$ cat src/rtl/shcd_pkg.sv
// Shared constants, types and helpers of the serial host command decoder
package shcd_pkg;
    localparam logic [1:0] OP_READ = 2'h0;
    localparam logic [1:0] OP_WRITE = 2'h1;
    localparam logic [1:0] OP_PAGE = 2'h2;
    localparam logic [1:0] OP_INSTR = 2'h3;

    localparam int NREG = 7;
    localparam int REG_BYTES = 3;
    localparam logic [5:0] PAGE_HW = 6'h00;
    localparam logic [5:0] REG_ADDR [NREG] = '{6'h00, 6'h01, 6'h03, 6'h05,
                                              6'h07, 6'h08, 6'h09};
    localparam logic [23:0] REG_RST [NREG] = '{24'h400000, 24'h00EEEE,
        24'h000000, 24'h000000, 24'h02004D, 24'h000001, 24'h000000};
    localparam logic [2:0] SLOT_MASK = 3'h2;
    localparam logic [2:0] SLOT_SLC = 3'h4;
    localparam logic [5:0] ADDR_STATUS = 6'h17;
    localparam logic [5:0] ADDR_STATUS_CLR = 6'h1A;
    localparam int SLC_CSUM_EN_BIT = 18;
    localparam int ST_CSUM_ERR_BIT = 17;
    localparam int ST_TIMEOUT_BIT = 16;

    localparam logic [7:0] CSUM_SEED = 8'hFF;

    localparam logic [5:0] IC_SOFT_RESET = 6'h01;
    localparam logic [5:0] IC_STANDBY = 6'h02;
    localparam logic [5:0] IC_WAKEUP = 6'h03;
    localparam logic [5:0] IC_SINGLE = 6'h14;
    localparam logic [5:0] IC_CONT = 6'h15;
    localparam logic [5:0] IC_HALT = 6'h18;
    localparam int IC_CAL_BIT = 5;
    localparam logic [1:0] CAL_TYPE_AC_OFFSET = 2'h3;
    localparam logic [2:0] CAL_CHAN_CURRENT = 3'h5;

    localparam int TIMEOUT_MS = 128;
    localparam int CLK_HZ = 250000000;
    localparam int TIMEOUT_CYCLES = TIMEOUT_MS * (CLK_HZ / 1000);

    localparam logic [7:0] HA_CTRL = 8'h00;
    localparam logic [7:0] HA_CMD = 8'h04;
    localparam logic [7:0] HA_WDATA = 8'h08;
    localparam logic [7:0] HA_RDATA = 8'h0C;
    localparam logic [7:0] HA_STAT = 8'h10;
    localparam logic [7:0] HA_IRQ_ST = 8'h14;
    localparam logic [7:0] HA_IRQ_CLR = 8'h18;
    localparam logic [7:0] HA_IRQ_EN = 8'h1C;
    localparam int HIRQ_DONE = 0;
    localparam int HIRQ_CSUM = 1;

    typedef enum logic [1:0] {
        D_IDLE = 2'b00, D_DATA = 2'b01, D_CSUM = 2'b10, D_SEND = 2'b11
    } shcd_dev_st_t;
    typedef enum logic [1:0] {
        H_IDLE = 2'b00, H_SEND = 2'b01, H_WAIT = 2'b10
    } shcd_host_st_t;
    typedef enum logic [2:0] {
        MODE_IDLE = 3'b000, MODE_STANDBY = 3'b001, MODE_SINGLE = 3'b010,
        MODE_CONT = 3'b011, MODE_CAL = 3'b100
    } shcd_mode_t;
    typedef logic [NREG-1:0][23:0] shcd_regs_t;

    // Returns {hit, slot} for an in-page address
    function automatic logic [3:0] reg_slot(input logic [5:0] a);
        logic [3:0] s;
        s = 4'h0;
        for (int i = 0; i < NREG; i++) begin
            if (REG_ADDR[i] == a) begin
                s = {1'b1, 3'(i)};
            end
        end
        return s;
    endfunction : reg_slot

    function automatic shcd_regs_t reg_defaults();
        shcd_regs_t v;
        for (int i = 0; i < NREG; i++) begin
            v[i] = REG_RST[i];
        end
        return v;
    endfunction : reg_defaults
endpackage : shcd_pkg

$ cat src/rtl/shcd_link_if.sv
// Byte link between host controller end and device end
`timescale 1ns/1ps
interface shcd_link_if;
    logic h2d_valid;
    logic [7:0] h2d_byte;
    logic d2h_valid;
    logic [7:0] d2h_byte;
    modport dev(input h2d_valid, input h2d_byte,
                output d2h_valid, output d2h_byte);
    modport host(output h2d_valid, output h2d_byte,
                 input d2h_valid, input d2h_byte);
endinterface : shcd_link_if

$ cat src/rtl/shcd_device.sv
// Device end: decodes host command bytes and holds the page-0 registers
// How it works
// - First byte's top two bits pick function
// - Address is six page bits, six register bits
// - Page select stores page for later accesses
// - Read takes in-page address from command
// - Read answers with three register bytes
// - Write command followed by three data bytes
// - Instruction aborts current process, starts new
// - Code bit five selects control or calibration
// - Fixed codes for reset, standby, conversions, halt
// - Calibration type and channels; AC offset current-only
// - Host watches status during continuous conversion
// - Checksum off at reset, enabled by bit
// - Checksum byte follows command and data
// - Checksum is 0xFF minus all bytes
// - Bad checksum: drop command, flag, restart receiver
// - Stalled transaction cleared after 128 ms
//
// Design decision made here: the byte link port to the host.
`timescale 1ns/1ps
module shcd_device #(
    parameter int TMO_CYCLES = shcd_pkg::TIMEOUT_CYCLES
) (
    input logic I_SYS_CLK,
    input logic I_RSTN,
    shcd_link_if.dev lnk,
    output logic [2:0] O_MODE,
    output logic O_INSTR_PULSE,
    output logic [5:0] O_INSTR_CODE,
    output logic [1:0] O_CAL_TYPE,
    output logic [2:0] O_CAL_CHAN,
    output logic O_SOFT_RESET,
    output logic O_IRQ
);
    typedef struct packed {
        shcd_pkg::shcd_dev_st_t st;
        logic [7:0] cmd;
        logic [23:0] data;
        logic [1:0] cnt;
        logic [7:0] sum;
        logic [5:0] page;
        shcd_pkg::shcd_regs_t regs;
        logic [23:0] status;
        logic [31:0] tmo;
        logic tx_v;
        logic [7:0] tx_b;
        shcd_pkg::shcd_mode_t mode;
        logic instr_p;
        logic [5:0] code;
        logic [1:0] cal_type;
        logic [2:0] cal_chan;
        logic srst_p;
        logic irq;
    } shcd_dev_t;

    localparam shcd_dev_t DEV_RST = '{
        st: shcd_pkg::D_IDLE,
        mode: shcd_pkg::MODE_IDLE,
        regs: shcd_pkg::reg_defaults(),
        default: '0
    };

    shcd_dev_t r_reg;
    shcd_dev_t r_next;
    logic go;
    logic cs_en;
    logic [7:0] rx_b;
    logic [5:0] addr;
    logic [3:0] slot;
    logic [23:0] set_b;
    logic [23:0] clr_b;

    always_comb begin
        r_next = r_reg;
        r_next.tx_v = 1'b0;
        r_next.instr_p = 1'b0;
        r_next.srst_p = 1'b0;
        go = 1'b0;
        set_b = 24'h000000;
        clr_b = 24'h000000;
        rx_b = lnk.h2d_byte;
        cs_en = r_reg.regs[shcd_pkg::SLOT_SLC]
            [shcd_pkg::SLC_CSUM_EN_BIT];
        addr = r_reg.cmd[5:0];
        slot = 4'h0;
        // Only a started, unfinished transaction can time out
        if (r_reg.st == shcd_pkg::D_DATA || r_reg.st == shcd_pkg::D_CSUM) begin
            r_next.tmo = r_reg.tmo + 32'h1;
        end else begin
            r_next.tmo = 32'h0;
        end
        case (r_reg.st)
            shcd_pkg::D_IDLE: begin
                if (lnk.h2d_valid) begin
                    r_next.cmd = rx_b;
                    r_next.sum = shcd_pkg::CSUM_SEED - rx_b;
                    r_next.cnt = 2'h0;
                    r_next.data = 24'h000000;
                    if (rx_b[7:6] == shcd_pkg::OP_WRITE) begin
                        r_next.st = shcd_pkg::D_DATA;
                    end else if (cs_en) begin
                        r_next.st = shcd_pkg::D_CSUM;
                    end else begin
                        go = 1'b1;
                    end
                end
            end
            shcd_pkg::D_DATA: begin
                if (lnk.h2d_valid) begin
                    r_next.tmo = 32'h0;
                    r_next.data = {r_reg.data[15:0], rx_b};
                    r_next.sum = r_reg.sum - rx_b;
                    r_next.cnt = r_reg.cnt + 2'h1;
                    if (r_reg.cnt == 2'(shcd_pkg::REG_BYTES - 1)) begin
                        if (cs_en) begin
                            r_next.st = shcd_pkg::D_CSUM;
                        end else begin
                            go = 1'b1;
                        end
                    end
                end
            end
            shcd_pkg::D_CSUM: begin
                if (lnk.h2d_valid) begin
                    r_next.tmo = 32'h0;
                    if (rx_b == r_reg.sum) begin
                        go = 1'b1;
                    end else begin
                        set_b[shcd_pkg::ST_CSUM_ERR_BIT] = 1'b1;
                        r_next.st = shcd_pkg::D_IDLE;
                    end
                end
            end
            shcd_pkg::D_SEND: begin
                // Host is expected to stay silent while the answer goes out
                r_next.tx_v = 1'b1;
                r_next.cnt = r_reg.cnt + 2'h1;
                if (r_reg.cnt == 2'(shcd_pkg::REG_BYTES)) begin
                    r_next.tx_b = r_reg.sum;
                end else begin
                    r_next.tx_b = r_reg.data[23:16];
                    r_next.data = {r_reg.data[15:0], 8'h00};
                    r_next.sum = r_reg.sum - r_reg.data[23:16];
                end
                if ((r_reg.cnt == 2'(shcd_pkg::REG_BYTES - 1) && !cs_en) ||
                    r_reg.cnt == 2'(shcd_pkg::REG_BYTES)) begin
                    r_next.st = shcd_pkg::D_IDLE;
                end
            end
            default: begin
                r_next.st = shcd_pkg::D_IDLE;
            end
        endcase
        if (r_next.tmo >= 32'(TMO_CYCLES)) begin
            r_next.st = shcd_pkg::D_IDLE;
            r_next.tmo = 32'h0;
            set_b[shcd_pkg::ST_TIMEOUT_BIT] = 1'b1;
        end
        if (go) begin
            r_next.st = shcd_pkg::D_IDLE;
            addr = r_next.cmd[5:0];
            slot = shcd_pkg::reg_slot(addr);
            case (r_next.cmd[7:6])
                shcd_pkg::OP_PAGE: begin
                    r_next.page = addr;
                end
                shcd_pkg::OP_READ: begin
                    r_next.st = shcd_pkg::D_SEND;
                    r_next.cnt = 2'h0;
                    r_next.sum = shcd_pkg::CSUM_SEED;
                    r_next.data = 24'h000000;
                    // Only page 0 is backed here; other pages read zero
                    if (r_reg.page == shcd_pkg::PAGE_HW) begin
                        if (slot[3]) begin
                            r_next.data = r_reg.regs[slot[2:0]];
                        end else if (addr == shcd_pkg::ADDR_STATUS) begin
                            r_next.data = r_reg.status;
                        end
                    end
                end
                shcd_pkg::OP_WRITE: begin
                    if (r_reg.page == shcd_pkg::PAGE_HW) begin
                        if (slot[3]) begin
                            r_next.regs[slot[2:0]] = r_next.data;
                        end
                        if (addr == shcd_pkg::ADDR_STATUS_CLR) begin
                            clr_b = r_next.data;
                        end
                    end
                end
                default: begin
                    r_next.instr_p = 1'b1;
                    r_next.code = addr;
                    if (addr[shcd_pkg::IC_CAL_BIT]) begin
                        r_next.mode = shcd_pkg::MODE_CAL;
                        r_next.cal_type = addr[4:3];
                        if (addr[4:3] == shcd_pkg::CAL_TYPE_AC_OFFSET) begin
                            r_next.cal_chan = addr[2:0] &
                                shcd_pkg::CAL_CHAN_CURRENT;
                        end else begin
                            r_next.cal_chan = addr[2:0];
                        end
                    end else begin
                        case (addr)
                            shcd_pkg::IC_SOFT_RESET: begin
                                r_next.regs = shcd_pkg::reg_defaults();
                                r_next.page = shcd_pkg::PAGE_HW;
                                r_next.status = 24'h000000;
                                r_next.mode = shcd_pkg::MODE_IDLE;
                                r_next.srst_p = 1'b1;
                            end
                            shcd_pkg::IC_STANDBY: begin
                                r_next.mode = shcd_pkg::MODE_STANDBY;
                            end
                            shcd_pkg::IC_SINGLE: begin
                                r_next.mode = shcd_pkg::MODE_SINGLE;
                            end
                            shcd_pkg::IC_CONT: begin
                                r_next.mode = shcd_pkg::MODE_CONT;
                            end
                            // Wakeup, halt and unknown codes all drop to idle
                            default: begin
                                r_next.mode = shcd_pkg::MODE_IDLE;
                            end
                        endcase
                    end
                end
            endcase
        end
        // Set beats clear so no event is lost
        r_next.status = (r_next.status & ~clr_b) | set_b;
        r_next.irq = |(r_next.status & r_next.regs[shcd_pkg::SLOT_MASK]);
    end

    always_ff @(posedge I_SYS_CLK or negedge I_RSTN) begin
        if (!I_RSTN) begin
            r_reg <= DEV_RST;
        end else begin
            r_reg <= r_next;
        end
    end

    assign lnk.d2h_valid = r_reg.tx_v;
    assign lnk.d2h_byte = r_reg.tx_b;
    assign O_MODE = r_reg.mode;
    assign O_INSTR_PULSE = r_reg.instr_p;
    assign O_INSTR_CODE = r_reg.code;
    assign O_CAL_TYPE = r_reg.cal_type;
    assign O_CAL_CHAN = r_reg.cal_chan;
    assign O_SOFT_RESET = r_reg.srst_p;
    assign O_IRQ = r_reg.irq;
endmodule : shcd_device

$ cat src/flat_wrapper.sv
// flat-port wrapper written by rule: the top's interface ports become plain ports
module shcd_device_flat 
#(
    parameter int TMO_CYCLES = shcd_pkg::TIMEOUT_CYCLES
)
  (I_SYS_CLK, I_RSTN, O_MODE, O_INSTR_PULSE, O_INSTR_CODE, O_CAL_TYPE, O_CAL_CHAN, O_SOFT_RESET, O_IRQ, lnk_h2d_valid, lnk_h2d_byte, lnk_d2h_valid, lnk_d2h_byte);
  shcd_link_if lnk_i ();
  input logic I_SYS_CLK;
  input logic I_RSTN;
  output logic [2:0] O_MODE;
  output logic O_INSTR_PULSE;
  output logic [5:0] O_INSTR_CODE;
  output logic [1:0] O_CAL_TYPE;
  output logic [2:0] O_CAL_CHAN;
  output logic O_SOFT_RESET;
  output logic O_IRQ;
  input wire logic [$bits(lnk_i.h2d_valid)-1:0] lnk_h2d_valid;
  input wire logic [$bits(lnk_i.h2d_byte)-1:0] lnk_h2d_byte;
  output wire logic [$bits(lnk_i.d2h_valid)-1:0] lnk_d2h_valid;
  output wire logic [$bits(lnk_i.d2h_byte)-1:0] lnk_d2h_byte;
  assign lnk_i.h2d_valid = lnk_h2d_valid;
  assign lnk_i.h2d_byte = lnk_h2d_byte;
  assign lnk_d2h_valid = lnk_i.d2h_valid;
  assign lnk_d2h_byte = lnk_i.d2h_byte;
  shcd_device #(.TMO_CYCLES(TMO_CYCLES)) u_core (.I_SYS_CLK(I_SYS_CLK), .I_RSTN(I_RSTN), .lnk(lnk_i), .O_MODE(O_MODE), .O_INSTR_PULSE(O_INSTR_PULSE), .O_INSTR_CODE(O_INSTR_CODE), .O_CAL_TYPE(O_CAL_TYPE), .O_CAL_CHAN(O_CAL_CHAN), .O_SOFT_RESET(O_SOFT_RESET), .O_IRQ(O_IRQ));
endmodule
$ cat config.mk
export PLATFORM = sky130hd
export DESIGN_NAME = shcd_device_flat
export DESIGN_NICKNAME = d
export VERILOG_FILES = /design/src/rtl/shcd_pkg.sv /design/src/rtl/shcd_link_if.sv /design/src/rtl/shcd_device.sv /design/src/flat_wrapper.sv
export SDC_FILE = /design/constraint.sdc
export NUM_CORES = 1
export LEC_CHECK = 0
export ABC_CLOCK_PERIOD_IN_PS = 5400
export BUFFER_PORTS_ARGS = -buffer_cell sky130_fd_sc_hd__buf_2
export CAP_MARGIN = 20
export CORE_ASPECT_RATIO = 1.75
export CORE_MARGIN = 3
export CORE_UTILIZATION = 50
export DETAILED_ROUTE_END_ITERATION = 8
export PLACE_DENSITY = 0.63
export SLEW_MARGIN = 10
export SYNTH_ARGS = -nofsm -noshare
export SYNTH_HDL_FRONTEND = slang
export SYNTH_SLANG_ARGS = --single-unit
$ cat constraint.sdc
create_clock -name I_SYS_CLK -period 5.4 [get_ports I_SYS_CLK]
set_clock_uncertainty 0.2 [all_clocks]
set_input_delay 0.54 -clock I_SYS_CLK [delete_from_list [all_inputs] [get_ports I_SYS_CLK]]
set_output_delay 0.54 -clock I_SYS_CLK [all_outputs]
set_load 0.01 [all_outputs]
=== Word-level counts from Yosys, hierarchy flattened ===
Cells that the tools add are included.

* Bits in registers: 300

* $add $sub $neg: 5
* Magnitude comparators: 3
* Equal/unequal tests: 32
* Multiplexer cells: 72
* Bitwise gates (word level): 7
* Reduce and logical (&&, ||, !) cells: 21

{| class="wikitable"
|+ Operators by type and width
! operator !! count
|-
| $mux W198 || 2
|-
| $mux W168 || 2
|-
| $pmux W168 S2 || 1
|-
| $mux W24 || 11
|-
| $mux W232 || 1
|-
| $bwmux W168 || 1
|-
| $mux W32 || 4
|-
| $pmux W34 S3 || 1
|-
| $bmux W24 S3 || 1
|-
| $demux W24 S3 || 1
|-
| $mux W34 || 2
|-
| $and A24 B24 Y24 || 2
|-
| $mux W44 || 1
|-
| $add A32 B1 Y32 const B || 1
|-
| $ge A32 B25 Y1 const B || 1
|-
| $mux W4 || 8
|-
| $mux W13 || 2
|-
| $eq A6 B5 Y1 const B || 4
|-
| $mux W8 || 3
|-
| $not A24 Y24 || 1
|-
| $or A24 B18 Y24 || 1
|-
| $reduce_or A24 Y1 || 1
|-
| $mux W2 || 11
|-
| $ne A4 B3 Y1 const B || 4
|-
| 39 further kinds || 73
|}

=== Longest topological paths before layout ===
* Depth in word-level cells: 26
* Depth in mapped cells: 15
* Depth with buffers taken out: 12

=== Least setup slack after synthesis ===
No wires, ideal clock.

* Path type: register to register
* From: register u_core.r_reg[298] (netlist name)
* To: register u_core.r_reg[227] (netlist name)
* Library setup time: 156 ps
* Data arrival time: 3075 ps
* Required time: 5044 ps
* Setup slack: 1969 ps
* Stages on the path, launching flop included: 16
* Period minus slack after synthesis: 3431 ps
* Cells stage by stage: dfrtp_1 -> inv_1 -> ha_1 -> and2_1 -> buf_4 -> o31a_1 -> or4_1 -> buf_2 -> and3_4 -> o21ai_4 -> a21oi_4 -> or2_1 -> nor2_4 -> buf_4 -> buf_4 -> a211oi_1

* Word-level cells in the longest chain between the ends: 18
* Elaborated cells between the ends (all ways): 42
* Those cells by class: order compare: 2; eq/ne: 15; mux: 17; bitwise: 1; reduce/logical: 7

{| class="wikitable"
|+ Ends and longest elaborated chain
! what !! line !! text
|-
| start: declaration || shcd_device.sv:64 || <nowiki>shcd_dev_t r_reg;</nowiki>
|-
| start signal: assignment || shcd_device.sv:240 || <nowiki>r_reg <= r_next;</nowiki>
|-
| $logic_not A2 Y1 || shcd_device.sv:93 || <nowiki>case (r_reg.st)</nowiki>
|-
| $mux W8 || shcd_device.sv:93 ||
|-
| $eq A1 B6 Y1 || shcd_pkg.sv:67, shcd_device.sv:205 ||
|-
| $mux W4 (6 in a row) || shcd_pkg.sv:67 || <nowiki>if (REG_ADDR[i] == a) begin</nowiki>
|-
| $mux W4 || shcd_device.sv:160 || <nowiki>if (go) begin</nowiki>
|-
| $lt A3 B4 Y1 (implied by the code) or $ge A3 B1 Y1 (tied branches) || shcd_device.sv:185 || <nowiki>r_next.regs[slot[2:0]] = r_next.data;</nowiki>
|-
| $logic_and A1 B1 Y1 (implied by the code) || shcd_device.sv:185 ||
|-
| $mux W24 (implied by the code) || shcd_device.sv:185 ||
|-
| $demux W24 S3 || - ||
|-
| $bwmux W168 || shcd_device.sv:185 ||
|-
| $mux W168 || shcd_device.sv:184 || <nowiki>if (slot[3]) begin</nowiki>
|-
| $mux W168 || shcd_device.sv:183 || <nowiki>if (r_reg.page == shcd_pkg::PAGE_HW) begin</nowiki>
|-
| $pmux W168 S2 || shcd_device.sv:164 || <nowiki>case (r_next.cmd[7:6])</nowiki>
|}

Several ways; a longest one is shown, not always the timed one. The select of a mux whose other input is x is not followed.
A chain may end at the register's enable or synchronous reset.

==> results_dict.tcl <==
set metrics [dict create \
    detailed_place_hpwl_mm 30.8 \
    routed-wl-met3_mm 1.90 \
    syn_area_um2 15300 \
    r2r_start "u_core.r_reg[298]" \
    wl_per_cell_um 23.6 \
    cts-buffers-inserted 29 \
    worstHoldPathType "reg -> reg" \
    clk_pin_slew_ps 70 \
    drt_first_pass_iters 5 \
    antenna_found_initial 0 \
    vdd_ir_drop_max_uv 299 \
    p_leak_uw 0.00688 \
    initial_core_util 0.508 \
    die_area_um2 32800 \
    seqPwrFrac 0.392 \
    endpoint_kind "flop" \
    start_kind "flop" \
    cts_tree "yes" \
    maxSlewViolCount 0 \
    worst_slew_pin_slew_ps 1090 \
    drt-initial-drc-count 744 \
    crit_required_ps 5610 \
    drv_cap 0 \
    postRouteAntennaNets 0 \
    cts_buffer_depth 3 \
    slew-limit-headroom 0.269 \
    crit_start "u_core.r_reg[298]" \
    tns_ps 0 \
    ys_seq_elements 299 \
    synth_ff_type "dfrtp_1" \
    syn_inst 1551 \
    hold_viol 0 \
    htree_levels 1 \
    p_sw_uw 2510 \
    async_flop_share 1.00 \
    drc 0 \
    numPortBuffers 36 \
    r2r-end "u_core.O_IRQ" \
    vias 12400 \
    grt_overflow_total 0 \
    num_io_pins 37 \
    max_freq_ghz 0.213 \
    synth_top_cell_by_area "dfrtp_1" \
    wl_met2_mm 24.0 \
    area_growth_pct 9.22 \
    synthDistinctLibCells 80 \
    crit_type "reg -> reg" \
    p_sw_frac 0.360 \
    wirelength_mm 45.9 \
    grt_use_total 0.274 \
    coreArea_um2 30200 \
    power_frac_clock 0.291 \
    grt_max_degree 130 \
    grt_pass1_vias 12500 \
    power.density_nw_per_um2 417 \
    setup.worst_path.end "u_core.O_IRQ" \
    status "completed" \
    synthTopCellsByArea "dfrtp_1 46%, a211oi_1 6.3%, nor2_1 5.6%, dfstp_2 3.3%, o22ai_1 3.0%" \
    yosys_warnings 0 \
    setup_viol 0 \
    rsz0062_at_grt "false" \
    fp.dieW_um 138 \
    comb_power_share 0.316 \
    chipHeight_um 238 \
    ys_seq_area_frac 0.490 \
    worstPathMaxFanout 22 \
    grt_pass1_wl_mm 71.5 \
    min_period_ps 4700 \
    largest_register_ffs 273 \
    synth_edf_count 0 \
    clockRootBuffer "clkbuf_16" \
    rrSetupSlack_ps 700 \
    gp_congestion 0.932 \
    drive_gt1_frac 0.116 \
    rows 84 \
    crit_arrival_ps 4910 \
    cts.sinks 299 \
    r2r_cells 12 \
    dr.max_layer_used "met4" \
    insertion_delay_ps 570 \
    avgViaCountPerCell 6.36 \
    whs_ps 278 \
    finalCritPeriodShare 0.871 \
    antennaDiodeCount 0 \
    syn_area_per_cell_um2 9.87 \
    layout.nets 1573 \
    p_int_uw 4460 \
    synth_top_cell_area_share 0.458 \
    met1_length_mm 17.1 \
]
[metrics by stage]
step / power (uW) / setup WS, ps / utilization / instance area (um^2) / std cells
after floorplan: 4310 / 1970 / - / 15300 / 1557
after global placement: 4910 / 698 / 0.523 / 15800 / 1891
after detailed placement: 4950 / 574 / 0.523 / 15800 / 1891
after CTS: 7000 / 801 / 0.554 / 16700 / 1945
after global routing: 7320 / 364 / 0.554 / 16700 / 1946
final: 6970 / 697 / 0.554 / 16700 / 1946
[power groups by stage]
stage	registers, uW	logic, uW	clock network, uW
finish	2740	2210	2030
global route	2770	2400	2160
CTS	2730	2190	2080
detailed placement	2770	2180	0
global placement	2770	2150	0
floorplan	2690	1620	0
[critical path, cell delays in order (launching register included)]
cell	delay [ps]
dfrtp_1	420
inv_1	130
ha_1	210
buf_4	280
nand2_1	240
mux2_2	310
and2_0	700
nand2_1	530
o21a_1	310
o21ai_0	240
o2111ai_1	230
a2111oi_0	560
nand4_1	180
[layer usage]
| layer | vias up | GRT usage |
|---|---|---|
| met5 | - | 0 |
| met4 | 0 | 0.153 |
| met1 | 6148 | 0.316 |
| li1 | 5701 | - |
| met3 | 154 | 0.0282 |
| met2 | 379 | 0.496 |
[worst min path at each step]
stage	startpoint	endpoint	cells past startpoint
4_1_cts	u_core.r_reg[253]	u_core.r_reg[253]	2
3_5_place_dp	u_core.r_reg[253]	u_core.r_reg[253]	2
2_1_floorplan	I_RSTN	u_core.O_CAL_CHAN[0]	0
3_3_place_gp	u_core.r_reg[253]	u_core.r_reg[253]	2
6_report	u_core.r_reg[253]	u_core.r_reg[253]	2
5_1_grt	lnk_h2d_byte[5]	u_core.r_reg[295]	2
[repair_timing]
action                    in CTS  in global routing
gates resized for setup        0                  0
hold buffers                   1                  0
hold endpoints to repair      81                  0
setup buffers                  0                  0
[cell families after synthesis]
kind of cell / Yosys count / synth area share
compound gates: 532 / 0.249
simple gates: 431 / 0.131
flops: 299 / 0.490
buf+inv: 180 / 0.0562
mux: 47 / 0.0311
xor+xnor: 36 / 0.0206
fa+ha+maj: 25 / 0.0214
other cells: 1 / 0.000245
[layout by cell type (no fill, tap or decap), drive strengths merged, types with 10 or more instances in the layout]
cell,netlist,final
nand3,18,18
nor4,13,13
clkbuf,56,44
buf,78,81
a32oi,25,25
xnor2,15,15
o211ai,16,16
dfstp,19,19
a22oi,29,29
a2bb2oi,25,25
a21boi,15,15
a22o,12,12
mux2i,42,42
nor2,231,231
inv,46,46
o21a,18,18
o21ai,62,62
nand2,68,68
nor3,17,17
o22ai,73,73
xor2,21,21
a211oi,129,129
dfrtp,280,280
a21oi,53,53
ha,23,23
nand2b,10,10
a31oi,14,14
nor2b,13,13
or3,10,10
nand4,12,12
o2bb2ai,16,16
[cell usage after synthesis (all sizes together) (5+ instances only)]
library cell,count
mux2i,42
a21o,5
o211a,6
or3,10
a211oi,129
or4,8
o22a,7
a32oi,25
xnor2,15
a2bb2oi,25
nand3,18
o211ai,16
dfrtp,280
nand2,68
nor3,17
or2,6
a22o,12
and2,8
nor2b,13
dfstp,19
a21boi,15
clkbuf,56
inv,46
nand4,12
ha,23
a31oi,14
nor2,231
buf,78
mux2,5
a22oi,29
o2bb2ai,16
o21a,18
o22ai,73
xor2,21
nor4,13
o21ai,62
a221oi,6
a21oi,53
nand2b,10
[layout make-up]
cell class / instances / area (um^2)
Inverter: 46 / 173
Multi-Input combinational cell: 1078 / 7020
Clock buffer: 43 / 828
Clock inverter: 10 / 103
Tap cell: 387 / 484
Fill cell: 2713 / 13400
Timing Repair Buffer: 83 / 606
Sequential cell: 299 / 7510
Power figures use the tool's default switching activity.
